<file path="config.mk">
export PLATFORM = sky130hd
export DESIGN_NAME = onchip_peripheral_bus_select
export DESIGN_NICKNAME = d
export VERILOG_FILES = /design/src/rtl/onchip_peripheral_bus_select.v /design/src/rtl/periph_target_decode.v
export VERILOG_INCLUDE_DIRS = /design/src /design/src/common
export SDC_FILE = /design/constraint.sdc
export NUM_CORES = 1
export LEC_CHECK = 0
export BUFFER_PORTS_ARGS = -buffer_cell sky130_fd_sc_hd__buf_2
export CORE_ASPECT_RATIO = 0.75
export CORE_MARGIN = 2
export CORE_UTILIZATION = 47
export CTS_CLUSTER_DIAMETER = 100
export CTS_CLUSTER_SIZE = 14
export DETAILED_ROUTE_END_ITERATION = 12
export PLACE_DENSITY = 0.78
export SETUP_SLACK_MARGIN = 0.3
export SYNTH_ARGS = -nofsm -noshare
export SYNTH_HDL_FRONTEND = slang
export SYNTH_HIERARCHICAL = 1
export SYNTH_SLANG_ARGS = --single-unit
</file>
<file path="constraint.sdc">
create_clock -name clk -period 2.2 [get_ports clk]
set_clock_uncertainty 0.15 [all_clocks]
set_input_delay 0.22 -clock clk [delete_from_list [all_inputs] [get_ports clk]]
set_output_delay 0.22 -clock clk [all_outputs]
set_load 0.1 [all_outputs]
</file>
<file path="src/common/periph_bus_select_defines.vh">
/*
  Constants for the on-chip peripheral bus select block: register offsets,
  field positions, reset value and target codes.
  Assumes a 24-bit CPU data address and a 32-bit AXI4-Lite register bus.
*/
`ifndef PERIPH_BUS_SELECT_DEFINES_VH
`define PERIPH_BUS_SELECT_DEFINES_VH

// ----------------------------------------------------------------
// Registers
// ----------------------------------------------------------------
`define ENABLE_REG_OFFSET 16'hf024
`define CONTROL_REG_OFFSET 16'hf028
`define ENABLE_RESET 11'h005
`define ENABLE_WIDTH 11

// ----------------------------------------------------------------
// Enable bit positions
// ----------------------------------------------------------------
`define BIT_CAN1 0
`define BIT_CAN2 1
`define BIT_SMALL_RAM 2
`define BIT_LARGE_RAM 3
`define BIT_RTC 4
`define BIT_FLASH 5
`define BIT_PWM 6
`define BIT_ASYNC 7
`define BIT_SYNC 8
`define BIT_I2C 9
`define BIT_MISC 10

// ----------------------------------------------------------------
// Target codes
// ----------------------------------------------------------------
`define TGT_NONE 4'h0
`define TGT_CAN1 4'h1
`define TGT_CAN2 4'h2
`define TGT_SMALL_RAM 4'h3
`define TGT_LARGE_RAM 4'h4
`define TGT_RTC 4'h5
`define TGT_FLASH 4'h6
`define TGT_PWM 4'h7
`define TGT_ASYNC 4'h8
`define TGT_SYNC 4'h9
`define TGT_I2C 4'ha
`define TGT_MISC 4'hb
`define TGT_INT_FLASH 4'hc
`define TGT_RESERVED 4'hd

`endif

</file>
<file path="src/rtl/onchip_peripheral_bus_select.v">
/*
  Peripheral bus select: module enable register behind AXI4-Lite and the
  registered route of each CPU data access.
  Assumes CPU address is valid on accessValid and a clean synchronous reset.
*/
`timescale 1ns/100ps
`default_nettype none
`include "periph_bus_select_defines.vh"

module onchip_peripheral_bus_select #(
  parameter ADDR_WIDTH = 16
) (
  // Clock and reset
  input wire clk,
  input wire reset_n,
  // AXI4-Lite slave
  input wire [ADDR_WIDTH-1:0] s_axi_awaddr,
  input wire s_axi_awvalid,
  output reg s_axi_awready,
  input wire [31:0] s_axi_wdata,
  input wire [3:0] s_axi_wstrb,
  input wire s_axi_wvalid,
  output reg s_axi_wready,
  output reg [1:0] s_axi_bresp,
  output reg s_axi_bvalid,
  input wire s_axi_bready,
  input wire [ADDR_WIDTH-1:0] s_axi_araddr,
  input wire s_axi_arvalid,
  output reg s_axi_arready,
  output reg [31:0] s_axi_rdata,
  output reg [1:0] s_axi_rresp,
  output reg s_axi_rvalid,
  input wire s_axi_rready,
  // System state
  input wire global_periph_bus_enable,
  input wire boot_mem_select,
  input wire emulation_mode,
  // CPU access
  input wire [23:0] accessAddr,
  input wire accessValid,
  // Route
  output reg [3:0] accessTarget,
  output reg accessExternal,
  output reg accessRouted,
  // Pin release and module enables
  output reg [10:0] moduleEnable,
  output reg [10:0] pinGpioRelease
);

  // ----------------------------------------------------------------
  // Register state
  // ----------------------------------------------------------------
  reg [10:0] enableReg;
  reg [15:0] awAddr;
  reg awHeld;
  reg [31:0] wData;
  reg [3:0] wStrb;
  reg wHeld;
  wire [10:0] effEnable;
  wire [3:0] decTarget;
  wire decExternal;
  wire doWrite;
  wire awIsEnable;
  wire [15:0] next_enableLow;

  assign effEnable = emulation_mode ? {11{1'b1}} : enableReg;
  assign doWrite = awHeld & wHeld & ~s_axi_bvalid;
  assign awIsEnable = (awAddr == `ENABLE_REG_OFFSET);
  assign next_enableLow = {
    wStrb[1] ? wData[15:8] : {5'h00, enableReg[10:8]},
    wStrb[0] ? wData[7:0] : enableReg[7:0]};

  // ----------------------------------------------------------------
  // Write channel
  // ----------------------------------------------------------------
  always @(posedge clk) begin
    if (!reset_n) begin
      enableReg <= `ENABLE_RESET;
      awAddr <= 16'h0000;
      awHeld <= 1'b0;
      wData <= 32'h00000000;
      wStrb <= 4'h0;
      wHeld <= 1'b0;
      s_axi_awready <= 1'b0;
      s_axi_wready <= 1'b0;
      s_axi_bvalid <= 1'b0;
      s_axi_bresp <= 2'b00;
    end else begin
      s_axi_awready <= 1'b0;
      s_axi_wready <= 1'b0;
      if (s_axi_awvalid && !awHeld && !s_axi_awready) begin
        s_axi_awready <= 1'b1;
        awAddr <= s_axi_awaddr[15:0];
        awHeld <= 1'b1;
      end
      if (s_axi_wvalid && !wHeld && !s_axi_wready) begin
        s_axi_wready <= 1'b1;
        wData <= s_axi_wdata;
        wStrb <= s_axi_wstrb;
        wHeld <= 1'b1;
      end
      if (doWrite) begin
        awHeld <= 1'b0;
        wHeld <= 1'b0;
        s_axi_bvalid <= 1'b1;
        if (awIsEnable) begin
          s_axi_bresp <= 2'b00;
          if (!global_periph_bus_enable) begin
            enableReg <= next_enableLow[10:0];
          end
        end else if (awAddr == `CONTROL_REG_OFFSET) begin
          s_axi_bresp <= 2'b00;
        end else begin
          s_axi_bresp <= 2'b10;
        end
      end else if (s_axi_bvalid && s_axi_bready) begin
        s_axi_bvalid <= 1'b0;
      end
    end
  end

  // ----------------------------------------------------------------
  // Read channel
  // ----------------------------------------------------------------
  always @(posedge clk) begin
    if (!reset_n) begin
      s_axi_arready <= 1'b0;
      s_axi_rvalid <= 1'b0;
      s_axi_rdata <= 32'h00000000;
      s_axi_rresp <= 2'b00;
    end else begin
      s_axi_arready <= 1'b0;
      if (s_axi_rvalid) begin
        if (s_axi_rready) begin
          s_axi_rvalid <= 1'b0;
        end
      end else if (s_axi_arvalid && !s_axi_arready) begin
        s_axi_arready <= 1'b1;
        s_axi_rvalid <= 1'b1;
        if (s_axi_araddr[15:0] == `ENABLE_REG_OFFSET) begin
          s_axi_rdata <= {21'h000000, enableReg};
          s_axi_rresp <= 2'b00;
        end else if (s_axi_araddr[15:0] == `CONTROL_REG_OFFSET) begin
          s_axi_rdata <= {26'h0000000, accessRouted, accessExternal,
            emulation_mode, boot_mem_select, global_periph_bus_enable,
            1'b0};
          s_axi_rresp <= 2'b00;
        end else begin
          s_axi_rdata <= 32'h00000000;
          s_axi_rresp <= 2'b10;
        end
      end
    end
  end

  // ----------------------------------------------------------------
  // Access routing
  // ----------------------------------------------------------------
  periph_target_decode u_decode (
    .addr(accessAddr),
    .enables(effEnable),
    .globalEnable(global_periph_bus_enable),
    .bootMemSelect(boot_mem_select),
    .target(decTarget),
    .toExternal(decExternal)
  );

  always @(posedge clk) begin
    if (!reset_n) begin
      accessTarget <= `TGT_NONE;
      accessExternal <= 1'b0;
      accessRouted <= 1'b0;
      moduleEnable <= `ENABLE_RESET;
      pinGpioRelease <= ~`ENABLE_RESET;
    end else begin
      accessRouted <= accessValid;
      if (accessValid) begin
        accessTarget <= decTarget;
        accessExternal <= decExternal;
      end
      moduleEnable <= effEnable;
      pinGpioRelease <= ~effEnable;
    end
  end

endmodule // onchip_peripheral_bus_select

`default_nettype wire

</file>
<file path="src/rtl/periph_target_decode.v">
/*
  Combinational decoder: maps a 24-bit data address to the target that
  serves it and says whether the access goes to external memory.
  Assumes enables already forced high in emulation mode by the caller.
*/
`timescale 1ns/100ps
`default_nettype none
`include "periph_bus_select_defines.vh"

module periph_target_decode (
  // Access
  input wire [23:0] addr,
  // Configuration
  input wire [10:0] enables,
  input wire globalEnable,
  input wire bootMemSelect,
  // Result
  output reg [3:0] target,
  output reg toExternal
);

  wire [7:0] seg;
  wire [15:0] off;
  wire sharedAny;
  assign seg = addr[23:16];
  assign off = addr[15:0];
  assign sharedAny = enables[`BIT_CAN1] | enables[`BIT_CAN2] |
    enables[`BIT_RTC] | enables[`BIT_PWM] | enables[`BIT_ASYNC] |
    enables[`BIT_SYNC] | enables[`BIT_I2C] | enables[`BIT_MISC];

  always @* begin
    target = `TGT_NONE;
    toExternal = 1'b1;
    if (seg == 8'h00 && off >= 16'he000 && off <= 16'he7ff) begin
      if (enables[`BIT_SMALL_RAM]) begin
        target = `TGT_SMALL_RAM;
        toExternal = 1'b0;
      end
    end else if (seg == 8'h00 && off >= 16'he800 && off <= 16'hefff) begin
      toExternal = ~sharedAny;
      if (off[15:8] == 8'he8 && enables[`BIT_SYNC]) begin
        target = `TGT_SYNC;
      end else if (off[15:8] == 8'he9 && enables[`BIT_ASYNC]) begin
        target = `TGT_ASYNC;
      end else if (off[15:8] == 8'hea && enables[`BIT_I2C]) begin
        target = `TGT_I2C;
      end else if (off[15:8] == 8'heb && enables[`BIT_MISC]) begin
        target = `TGT_MISC;
      end else if (off[15:8] == 8'hec && enables[`BIT_PWM]) begin
        target = `TGT_PWM;
      end else if (off[15:8] == 8'hed && enables[`BIT_RTC]) begin
        target = `TGT_RTC;
      end else if (off[15:8] >= 8'hec && enables[`BIT_CAN1]) begin
        target = `TGT_CAN1;
      end else if (off[15:8] >= 8'hec && enables[`BIT_CAN2]) begin
        target = `TGT_CAN2;
      end
    end else if (seg == 8'h08) begin
      if (bootMemSelect) begin
        target = `TGT_INT_FLASH;
        toExternal = 1'b0;
      end else if (globalEnable &&
          (enables[`BIT_LARGE_RAM] | enables[`BIT_FLASH])) begin
        target = `TGT_RESERVED;
        toExternal = 1'b0;
      end
    end else if (seg >= 8'h09 && seg <= 8'h0e) begin
      if (enables[`BIT_FLASH]) begin
        target = `TGT_FLASH;
        toExternal = 1'b0;
      end else if (enables[`BIT_LARGE_RAM]) begin
        toExternal = 1'b0;
      end
    end else if (seg == 8'h0f) begin
      if (enables[`BIT_LARGE_RAM]) begin
        target = `TGT_LARGE_RAM;
        toExternal = 1'b0;
      end else if (enables[`BIT_FLASH]) begin
        toExternal = 1'b0;
      end
    end
  end

endmodule // periph_target_decode

`default_nettype wire
</file>
==> results.md, run 1 <==
* RSZ-0062 raised after global routing: yes
* Setup TNS at 0 ns
* Yosys top cell by area: dfxtp_1
* Lkg Pwr at 2.24 nW
* Worst setup margin at 0.161 ns
* GPL Wtd Cong at 1.00
* Hold Violations, Final at 0
* Most frequent cells in the layout: buf_2 (117), dfxtp_1 (80), nand2_1 (73), a21oi_1 (48), dlygate4sd3_1 (35)
* Gate Count Post-Synth at 430
* Least-Margin Pin Slew at 0.606 ns
* Synth Cell Area at 3800 µm²
* Slew Viols, Final at 0
* Num CTS Buffers at 9
* Sw Ratio at 0.314
* DR WL/cell at 13.8 µm
* Most common cell after layout, fill and taps aside: buf_2
* Pwr dens at 730 nW/µm²
* FF-to-FF Start: awAddr[6]$_SDFFE_PN0P_
* Total Routing Usage GR at 0.211
* Worst hold stages at 2
* CTS tree: yes
* Num rows at 28
* Post-Route WL at 9.50 mm
* CTS sink cnt at 88
* Initial Util at 0.482
* Final worst path period share at 0.927
* Post-CTS Setup Inserts at 0
* Input/output buffers at 117
* Crit path time final at 2.04 ns
* CP Data Arrival Time at 2.11 ns
* Num ports at 172
* Largest net degree at the start of global routing at 56
* Sequential area share after synthesis at 0.464
* Grt total ovfl at 0
* HPWL Detailed at 6.89 mm
* Worst Path Required at 2.27 ns
* Final nets at 684
* Hold path startpoint: accessValid
* Setup crit end: enableReg[0]$_SDFFE_PN1P_
* Clk pwr share at 0.329
* Die Y at 81.9 µm
* Reg2reg setup slack at 0.16 ns
* Worst-path clk slew at 0.08 ns
* Final setup viols at 0
* Comb pwr share at 0.208
* Final instance area at 5030 µm²
* Yosys reg bits at 88
* Number of global-route vias before repair at 3,168
* First-pass GRT wire length at 14.6 mm
* Drt pass-1 iters at 5
* Avg Vias per Cell at 5.13
* Crit end category: flop
* Post-synth EDFFs at 0
* Internal at 0.00252 W
* Worst flop-to-flop path endpoint: enableReg[0]$_SDFFE_PN1P_
* FF-to-FF path depth at 4
* Net switching power at 0.00115 W
* Startpoint Class: flop
* Primary FF master, synth: dfxtp_1
* Post-synth top area share at 0.464
* Root Buffer: clkbuf_8
* Distinct cells, synth at 58
* Outcome: finished clean
* Area contributors post-synth: dfxtp_1 (46%), nand2_1 (7.2%), a21oi_1 (6.3%), buf_4 (4.5%), nor2_1 (2.4%)
* DR iter-0 viols at 203
* H-Tree Depth at 3
* Clock tree buffer depth at 2
* Die area at 8830 µm²
* Area grow syn2layout at 32.3%
* Seq pwr share at 0.462
* Core Area at 7880 µm²
* Mean Syn Cell Area at 8.84 µm²
* Initial antenna violation count at 0
* Insertion delay of the later-clocked pin in the worst-skew pair at 0.35 ns
* Residual DRC at 0
* Antenna cells at 0
* Ys async rst share at 0
* Setup WS pre-CTS at 0.105 ns
* MaxCap Viol Count at 0
* Min-Delay Path Class: input pin to flop
* Yosys warns at 6
* Max-slew headroom at 0.595
* Max VDD drop at 0.440 mV
* Worst-path fanout max at 6
* Routed Antenna Nets at 0
* F_max at 491 MHz
* Share of layout cells above drive strength 1 at 0.315
* Critical path origin: awAddr[6]$_SDFFE_PN0P_
* Cell Area, Placed at 4370 µm²
* Vias at 3,543
* Die width at 108 µm
* Crit path kind: flop to flop
-- critical path: stages (launching register included) --
cell     delay, ns
dfxtp_1       0.32
or4b_4        0.55
or4_4         0.61
o31ai_4       0.18
nand3_1       0.10
-- stage by stage --
step	hold slack (ns)	cells	util	power [W]
floorplan	0.200	452	-	0.00233
global placement	0.289	639	0.554	0.00242
detailed placement	0.295	639	0.554	0.00244
CTS	0.0450	690	0.632	0.00369
global route	0.0521	690	0.638	0.00382
finish	0.0602	690	0.638	0.00367
-- worst min path at each step --
stage / end
floorplan: s_axi_arready$_SDFF_PP0_
global placement: awAddr[15]$_SDFFE_PN0P_
detailed placement: awAddr[15]$_SDFFE_PN0P_
CTS: accessRouted$_SDFF_PN0_
global route: accessRouted$_SDFF_PN0_
finish: accessRouted$_SDFF_PN0_
-- cells by family (layout without fill, tap and decap cells) --
kind of cell              count (synthesis)  count (layout)  synth area share
AOI/OAI and AO/OA                        85              85             0.142
and+or+nand+nor                         184             185             0.265
muxes                                     7               7            0.0184
buffers and inverters                    63             195             0.105
DFF                                      88              88             0.464
xor gates and xnor gates                  2               2           0.00461
other                                     1              23          0.000987
-- synthesized netlist by cell type (2+ instances only) --
library cell,count
clkbuf_8,4
a32oi_1,6
nand3b_1,4
nand3_1,9
nand2b_1,5
clkbuf_1,12
o21a_1,2
a221o_1,5
buf_6,3
a21oi_1,48
mux2i_1,7
nor4b_1,4
buf_4,23
buf_1,3
o21ai_0,10
or2_2,12
or4_1,2
dfxtp_1,88
and3_1,8
nand4_1,12
nor4bb_1,3
nor4_1,2
or4_4,2
nor3b_1,5
and4b_1,3
nand4b_1,2
nand2_1,73
nor2_1,24
inv_1,17
a221oi_1,2
nor3_1,3
-- area by class of cell --
type | instances | area, µm²
Inverter | 17 | 63.8
Clock inverter | 5 | 80.1
Clock buffer | 10 | 138
Fill cell | 676 | 2850
Timing Repair Buffer | 163 | 1020
Tap cell | 105 | 131
Sequential cell | 88 | 1780
Multi-Input combinational cell | 302 | 1820
-- routing by layer --
layer / share of wire / track usage
met1: 0.46 / 0.279
met2: 0.46 / 0.347
met3: 0.072 / 0.0532
met4: 0.0074 / 0.0577
met5: 0 / 0
-- power groups by stage --
stage	Combinational, W	Clock, W	Sequential [W]
floorplan	0.000398	0	0.00193
global placement	0.000693	0	0.00173
detailed placement	0.000702	0	0.00173
CTS	0.000757	0.00123	0.00170
global route	0.000810	0.00130	0.00171
finish	0.000766	0.00121	0.00170
-- timing repair --
action | in CTS | in global routing
pin swaps | 10 | 7
cloned | 1 | 0
setup endpoints to repair | 13 | 15
resized for setup | 15 | 13
hold endpoints to repair | 35 | 0
hold buffers | 35 | 0
-- sequential cells by signal (all words and copies together) (netlist names), 2 cells and up --
signal	cells
awAddr	16
pinGpioRelease	11
accessTarget	4
wStrb	2
enableReg	11
moduleEnable	11
s_axi_rdata	11
wData	11
(Power assumes the default switching activity.)
==> run 2, diff against run 1 <==
--- a/config.mk
+++ b/config.mk
@@ -6,14 +6,14 @@
 export SDC_FILE = /design/constraint.sdc
 export NUM_CORES = 1
 export LEC_CHECK = 0
+export ABC_AREA = 1
 export BUFFER_PORTS_ARGS = -buffer_cell sky130_fd_sc_hd__buf_2
 export CORE_ASPECT_RATIO = 0.75
 export CORE_MARGIN = 2
 export CORE_UTILIZATION = 47
-export CTS_CLUSTER_DIAMETER = 100
 export CTS_CLUSTER_SIZE = 14
 export DETAILED_ROUTE_END_ITERATION = 12
-export PLACE_DENSITY = 0.78
+export PLACE_DENSITY = 0.77
 export SETUP_SLACK_MARGIN = 0.3
 export SYNTH_ARGS = -nofsm -noshare
 export SYNTH_HDL_FRONTEND = slang
==> run 2 against run 1 <==
  * Maximum frequency grew 26%
  * Routed wire length grew 0.46%
  * Utilization shrank 3.3 points
  * Combinational power grew 24%
  * Die area grew 2.8%
  * Via count grew 7.5%
  * Synthesized cell count grew 28%
  * Sequential power grew 2%
  * Final area shrank 3.9%
  * First-iteration DRC count shrank 1.5%
  * Setup slack gained 0.42 ns
  * Largest power group unchanged
==> results.md, run 2 <==
* Mean Syn Cell Area at 7.13 µm² (-19%)
* Setup WS pre-CTS at 0.491 ns (+0.386 ns)
* Final nets at 776 (+13%)
* Top cell family by delay on the critical path: simple AND/OR/NAND/NOR gates
* GPL Wtd Cong at 0.886 (-12%)
* Lkg Pwr at 2.50 nW (+12%)
* Distinct cells, synth at 32 (-45%)
* Most frequent cells in the layout: buf_2 (117), nand2_1 (87), dfxtp_1 (86), inv_1 (83), nor2_1 (82)
* Area contributors post-synth: dfxtp_1 (45%), nand2_1 (8.3%), inv_1 (8.0%), nor2_1 (7.9%), nand3_1 (5.2%)
* Post-synth top area share at 0.450 (-0.0133)
* Most frequent cell after synthesis: dfxtp_1
* Outcome: finished clean
* Least-Margin Pin Slew at 0.519 ns (-0.0870 ns)
* Initial Util at 0.490 (+0.00775)
* Min-Delay Path Class: input pin to flop
* Critical path's largest stage delay at 0.36 ns (-0.25 ns)
* Post-Route WL at 9.54 mm (+0.46%)
* Num ports at 172 (unchanged)
* Worst hold stages at 3 (+1)
* HPWL Detailed at 7.14 mm (+3.5%)
* Setup TNS at 0 ns (unchanged)
* Worst-path clk slew at 0.09 ns (about the same)
* Die area at 9080 µm² (+2.8%)
* Grt total ovfl at 0 (unchanged)
* Setup crit end: accessExternal$_SDFFE_PN0P_
* Yosys warns at 6 (unchanged)
* Synth Cell Area at 3910 µm² (+3.0%)
* Reg2reg setup slack at 0.58 ns (+0.42 ns)
* Most common cell after layout, fill and taps aside: buf_2
* FF-to-FF Start: enableReg[0]$_SDFFE_PN1P_
* Die width at 109 µm (+1.4%)
* First-pass GRT wire length at 15.6 mm (+6.6%)
* Post-synth EDFFs at 0 (unchanged)
* Share of layout cells above drive strength 1 at 0.230 (-0.0841)
* Biggest register: awAddr
* Reg area at 1760 µm² (-0.70%)
* Worst setup margin at 0.584 ns (+0.423 ns)
* Number of flip-flops in the largest register at 16 (unchanged)
* Max-slew headroom at 0.653 (+0.0579)
* Crit path kind: flop to flop
* Filler instances at 754 (+12%)
* DR iter-0 viols at 200 (-1.5%)
* Num CTS Buffers at 9 (unchanged)
* Final worst path period share at 0.734 (-0.192)
* Yosys top cell by area: dfxtp_1
* CTS sink cnt at 88 (unchanged)
* Slowest CP cell: dfxtp_1
* Multi-input gate area at 1640 µm² (-9.8%)
* Yosys reg bits at 88 (unchanged)
* Residual DRC at 0 (unchanged)
* CTS tree: yes
* Hold Violations, Final at 0 (unchanged)
* Worst-path fanout max at 3 (-3)
* Core Area at 7990 µm² (+1.3%)
* Max VDD drop at 0.449 mV (+2.1%)
* MaxCap Viol Count at 0 (unchanged)
* Critical path depth at 8 (+4)
* Finished Core Util at 0.605 (-0.0331)
* Non-Filler Instances at 782 (+13%)
* Num rows at 28 (unchanged)
* Sequential area share after synthesis at 0.450 (-0.0133)
* Antenna cells at 0 (unchanged)
* Final setup viols at 0 (unchanged)
* Area grow syn2layout at 23.5%
* Die Y at 83.0 µm (+1.4%)
* Number of global-route vias before repair at 3,522 (+11%)
* Slew Viols, Final at 0 (unchanged)
* Buf/Inv on CP at 1 (+1)
* Worst flop-to-flop path endpoint: accessExternal$_SDFFE_PN0P_
* Primary FF master, synth: dfxtp_1
* PostCTS Resize Cnt at 0 (-15)
* Crit path time final at 1.62 ns (-0.423 ns)
* Drt pass-1 iters at 5 (unchanged)
* Initial antenna violation count at 0 (unchanged)
* Critical path origin: enableReg[0]$_SDFFE_PN1P_
* CP Data Arrival Time at 1.76 ns (-0.35 ns)
* Largest net degree at the start of global routing at 45 (-20%)
* Startpoint Class: flop
* Dpl cells at 757 (+18%)
* Crit-path cells: or2_2, inv_1, nand3_1, nor2_1, nand2_1, a21boi_1, nor2_1, nor2_1
* Gate Count Post-Synth at 549 (+28%)
* Cell repeated most along the worst path: nor2_1
* Pwr dens at 833 nW/µm² (+14%)
* Routed Antenna Nets at 0 (unchanged)
* Total Routing Usage GR at 0.212 (+0.000712)
* Root Buffer: clkbuf_8
* H-Tree Depth at 3 (unchanged)
* Insertion delay of the later-clocked pin in the worst-skew pair at 0.35 ns (about the same)
* RSZ-0062 raised after global routing: no
* Worst Path Required at 2.34 ns (+0.07 ns)
* Clock tree buffer depth at 2 (unchanged)
* Cell Area, Placed at 4490 µm² (+2.7%)
* Input/output buffers at 117 (unchanged)
* Crit end category: flop
* Final instance area at 4830 µm² (-3.9%)
* F_max at 619 MHz (+26%)
* Vias at 3,810 (+7.5%)
* Avg Vias per Cell at 4.87 (-5.1%)
* Synth cell count leaders: dfxtp_1 (88), nand2_1 (87), inv_1 (83)
* Ys async rst share at 0 (unchanged)
* FF-to-FF path depth at 8 (+4)
* Post-CTS Setup Inserts at 0 (unchanged)
* DR WL/cell at 12.2 µm (-11%)
==> run 2: changes by cell type in the layout (fill, tap and decap cells not counted), sizes merged, moves of 8 or more <==
cell and delta:
dlygate4sd3 -25, or2 -10, nor3 +8, nand2 +17
nand3 +34, nor2 +64, buf -8, o21ai +32
inv +69, and3 -8, a21oi -12
==> run 2: area by class of cell <==
| class | instances | share of cell area |
|---|---|---|
| clock buffer | 9 | 0.0256 |
| clock inverter | 6 | 0.0243 |
| inverter | 88 | 0.0684 |
| multi-input combinational | 356 | 0.340 |
| sequential | 88 | 0.365 |
| tap | 105 | 0.0272 |
| timing repair buffer | 130 | 0.149 |
==> run 2: worst register-to-register path, delay by kind of cell (launching register included) <==
family / cells / cell delay [ns]
flops: 1 / 0.36
simple gates: 6 / 0.83
buf+inv: 1 / 0.10
compound gates: 1 / 0.13
==> run 2: repair_timing <==
item	in CTS	in global routing
endpoints found under the setup margin	0	0
hold endpoints to repair	10	0
hold buffers	10	0
==> run 2: worst min path at each step <==
stage / start / end / slack [ns]
after global routing: s_axi_awaddr[8] / awAddr[8]$_SDFFE_PN0P_ / 0.009
after detailed placement: s_axi_rready / s_axi_rvalid$_SDFF_PN0_ / 0.28
after global placement: s_axi_rready / s_axi_rvalid$_SDFF_PN0_ / 0.26
final: s_axi_awaddr[10] / awAddr[10]$_SDFFE_PN0P_ / 0.005
after floorplan: accessValid / accessRouted$_SDFF_PN0_ / 0.16
after CTS: s_axi_awaddr[15] / awAddr[15]$_SDFFE_PN0P_ / 0.002
==> run 2: power breakdown <==
part / internal (W) / switching (W) / total (W)
logic: 0.000182 / 0.000766 / 0.000949
clock network: 0.000758 / 0.000576 / 0.00133
registers: 0.00170 / 0.0000431 / 0.00174
total: 0.00264 / 0.00139 / 0.00402
==> run 2: cell families (layout without fill, tap and decap cells) <==
group                  count (synthesis)  after routing  synth area share
buffers and inverters                127            233             0.151
and+or+nand+nor                      247            247             0.282
AOI/OAI and AO/OA                     86             86             0.116
other                                  1             23          0.000958
DFF                                   88             88             0.450
==> run 2: layer usage <==
| layer | track usage | wire length (µm) | part of all wire | up-vias |
|---|---|---|---|---|
| li1 | - | - | - | 1929 |
| met1 | 0.279 | 4190 | 0.44 | 1731 |
| met2 | 0.350 | 4460 | 0.47 | 136 |
| met3 | 0.0455 | 760 | 0.080 | 14 |
| met4 | 0.0552 | 121 | 0.013 | 0 |
| met5 | 0 | 0 | 0 | - |
==> run 2: per-stage QoR <==
stage | hold slack [ns] | power (W)
5_1_grt | 0.00866 | 0.00419
4_1_cts | 0.00218 | 0.00404
6_report | 0.00532 | 0.00402
2_1_floorplan | 0.163 | 0.00256
3_5_place_dp | 0.283 | 0.00271
3_3_place_gp | 0.263 | 0.00269
==> run 3, diff against run 2 <==
==> constraint.sdc (replaced) <==
create_clock -name clk -period 1.6 [get_ports clk]
set_clock_uncertainty 0.15 [all_clocks]
set_input_delay 0.16 -clock clk [delete_from_list [all_inputs] [get_ports clk]]
set_output_delay 0.16 -clock clk [all_outputs]
set_load 0.1 [all_outputs]
==> run 3 against run 2 <==
  * Critical path type unchanged
  * Count of clock-buffer cells in the layout is 5 higher
  * Die area is the same
  * The flow now finishes with violations (negative setup slack)
  * Final area is 24% higher
  * Power increased by 41%
  * Final cell count up 8.7%
  * Sequential share of layout area is 6.1 points lower
  * Register-to-register slack worse by 0.75 ns
  * Routed wire length up 46%
==> results.md, run 3 (synthesis gave the netlist of run 2 again) <==
* Outcome: complete, but fails checks
* Violated checks: negative setup slack
* Min-Delay Path Class: input pin to flop
* Routed wl met2 at 6.67 mm (+49%)
* CTS sink cnt at 88 (unchanged)
* Setup WS pre-CTS at 0.0496 ns (-0.441 ns)
* Most common cell after layout, fill and taps aside: nor2_1
* DR WL/cell at 16.4 µm (+35%)
* Filler instances at 537 (-29%)
* Avg Vias per Cell at 5.31 (+9.0%)
* Post-Route WL at 13.9 mm (+46%)
* Clock tree buffer depth at 2 (unchanged)
* Largest net degree at the start of global routing at 33 (-27%)
* Max-slew headroom at 0.622 (-0.0309)
* F_max at 565 MHz (-8.7%)
* Crit end category: flop
* Final setup viols at 9 (+9)
* MaxCap Viol Count at 0 (unchanged)
* Worst setup margin at -0.170 ns (-0.754 ns)
* Drt pass-1 iters at 6 (+1)
* Met3 routed WL at 1.36 mm (+79%)
* CTS tree: yes
* Biggest register: awAddr
* Crit path time final at 1.77 ns (+0.154 ns)
* Final worst path period share at 1.11 (+0.372)
* DR iter-0 viols at 516 (+160%)
* Die area at 9080 µm² (unchanged)
* Reg area at 1820 µm² (+2.9%)
* Input/output buffers at 117 (unchanged)
* Worst-path clk slew at 0.09 ns (about the same)
* Non-Filler Instances at 850 (+8.7%)
* Number of global-route vias before repair at 3,886 (+10%)
* Share of layout cells above drive strength 1 at 0.379 (+0.148)
* Least-Margin Pin Slew at 0.565 ns (+0.0461 ns)
* Number of flip-flops in the largest register at 16 (unchanged)
* CP Data Arrival Time at 1.87 ns (+0.11 ns)
* Die Y at 83.0 µm (unchanged)
* Lkg Pwr at 2.91 nW (+16%)
* Vias at 4,516 (+19%)
* Area grow syn2layout at 52.7%
* Worst hold slack at 0.0466 ns (+0.0413 ns)
* Slew Viols, Final at 0 (unchanged)
* Total Routing Usage GR at 0.246 (+0.0346)
* Antenna cells at 0 (unchanged)
* Most frequent cells in the layout: nor2_1 (72), buf_2 (71), nand2_1 (68), inv_1 (64), dfxtp_1 (55)
* Initial Util at 0.490 (unchanged)
* Crit path kind: flop to flop
* Crit-path cells: inv_2, nand2_2, inv_2, nor2_1, nand3_1, nand3_1, nor2_1, nand2_1, nand2_1, nand2_1, nor2_2, nor2_1
* Worst Path Required at 1.70 ns (-0.64 ns)
* Worst-path fanout max at 3 (unchanged)
* RSZ-0062 raised after global routing: yes
* Max VDD drop at 0.669 mV (+49%)
* Slowest CP cell: dfxtp_2
* GPL Wtd Cong at 0.866 (-2.3%)
* Insertion delay of the later-clocked pin in the worst-skew pair at 0.37 ns (+0.02 ns)
* Num CTS Buffers at 9 (unchanged)
* Routed Antenna Nets at 0 (unchanged)
* HPWL Detailed at 7.28 mm (+2.1%)
* Final nets at 843 (+8.6%)
* Critical path's largest stage delay at 0.33 ns (-0.03 ns)
* Multi-input gate area at 1840 µm² (+12%)
* Num ports at 172 (unchanged)
* Pwr dens at 948 nW/µm² (+14%)
* Grt total ovfl at 0 (unchanged)
* Root Buffer: clkbuf_8
* Dpl cells at 762 (+0.66%)
* Hold Violations, Final at 0 (unchanged)
* H-Tree Depth at 3 (unchanged)
* Num rows at 28 (unchanged)
* Initial antenna violation count at 0 (unchanged)
* Die width at 109 µm (unchanged)
* Startpoint Class: flop
* Wire length on met1 at 5.19 mm (+24%)
* Top layer in use: met4
* First-pass GRT wire length at 17.7 mm (+14%)
* Residual DRC at 0 (unchanged)
* Core Area at 7990 µm² (unchanged)
-- run 3: cell types whose count changed in the layout (fill, tap and decap cells not counted), sizes merged --
| cell | before | now |
|---|---|---|
| buf | 120 | 157 |
| dlygate4sd3 | 10 | 37 |
| clkbuf | 9 | 16 |
| bufinv | 3 | 1 |
| inv | 87 | 85 |
| nand3 | 43 | 44 |
-- run 3: final timing paths --
path                             endpoint  cells past startpoint                 startpoint  slack [ns]
max          accessTarget[0]$_SDFFE_PN0P_                     12  enableReg[6]$_SDFFE_PN0P_       -0.17
min reg2reg       awAddr[13]$_SDFFE_PN0P_                      2    awAddr[13]$_SDFFE_PN0P_        0.30
max reg2reg  accessTarget[0]$_SDFFE_PN0P_                     12  enableReg[6]$_SDFFE_PN0P_       -0.17
min           s_axi_rdata[3]$_SDFFE_PN0P_                      5             emulation_mode        0.05
-- run 3: per-layer routing --
layer	GRT usage	vias up
li1	-	2067
met1	0.308	2065
met2	0.392	315
met3	0.0722	69
met4	0.107	0
met5	0	-
-- run 3: through the flow --
| step | setup TNS (ns) | cell area (µm²) | util | power [W] |
|---|---|---|---|---|
| final | -0.441 | 5970 | 0.748 | 0.00567 |
| after global routing | -1.14 | 5970 | 0.748 | 0.00587 |
| after CTS | 0 | 5570 | 0.697 | 0.00545 |
| after detailed placement | 0 | 4590 | 0.575 | 0.00375 |
| after global placement | 0 | 4590 | 0.575 | 0.00372 |
| after floorplan | 0 | 4110 | - | 0.00356 |
-- run 3: final cells by class --
class / instances / area share
multi-input cells: 357 / 0.307
flip-flops and latches: 88 / 0.304
repair buffers: 196 / 0.277
inverters: 88 / 0.0563
clock buffers: 14 / 0.0272
well taps: 105 / 0.0220
clock inverters: 2 / 0.00628
-- run 3: where the power goes --
group	leakage [nW]	internal, W	total [W]	switching (W)
Combinational	2.07	0.000466	0.00165	0.00118
Clock	0.0969	0.000810	0.00158	0.000772
Sequential	0.739	0.00234	0.00243	0.0000922
-- run 3: worst max-delay path, delay by kind of cell (launching register included) --
kind | cells | cell delay [ns]
DFF | 1 | 0.33
buffers and inverters | 2 | 0.13
and+or+nand+nor | 10 | 1.03
-- run 3: what timing repair did --
| action | CTS | global route |
|---|---|---|
| resized for setup | 95 | 93 |
| endpoints found under the setup margin | 78 | 84 |
| endpoints found under the hold margin | 34 | 0 |
| buffers inserted | 20 | 12 |
| cloned | 0 | 3 |
| hold buffers | 37 | 0 |
| pin swaps | 19 | 25 |
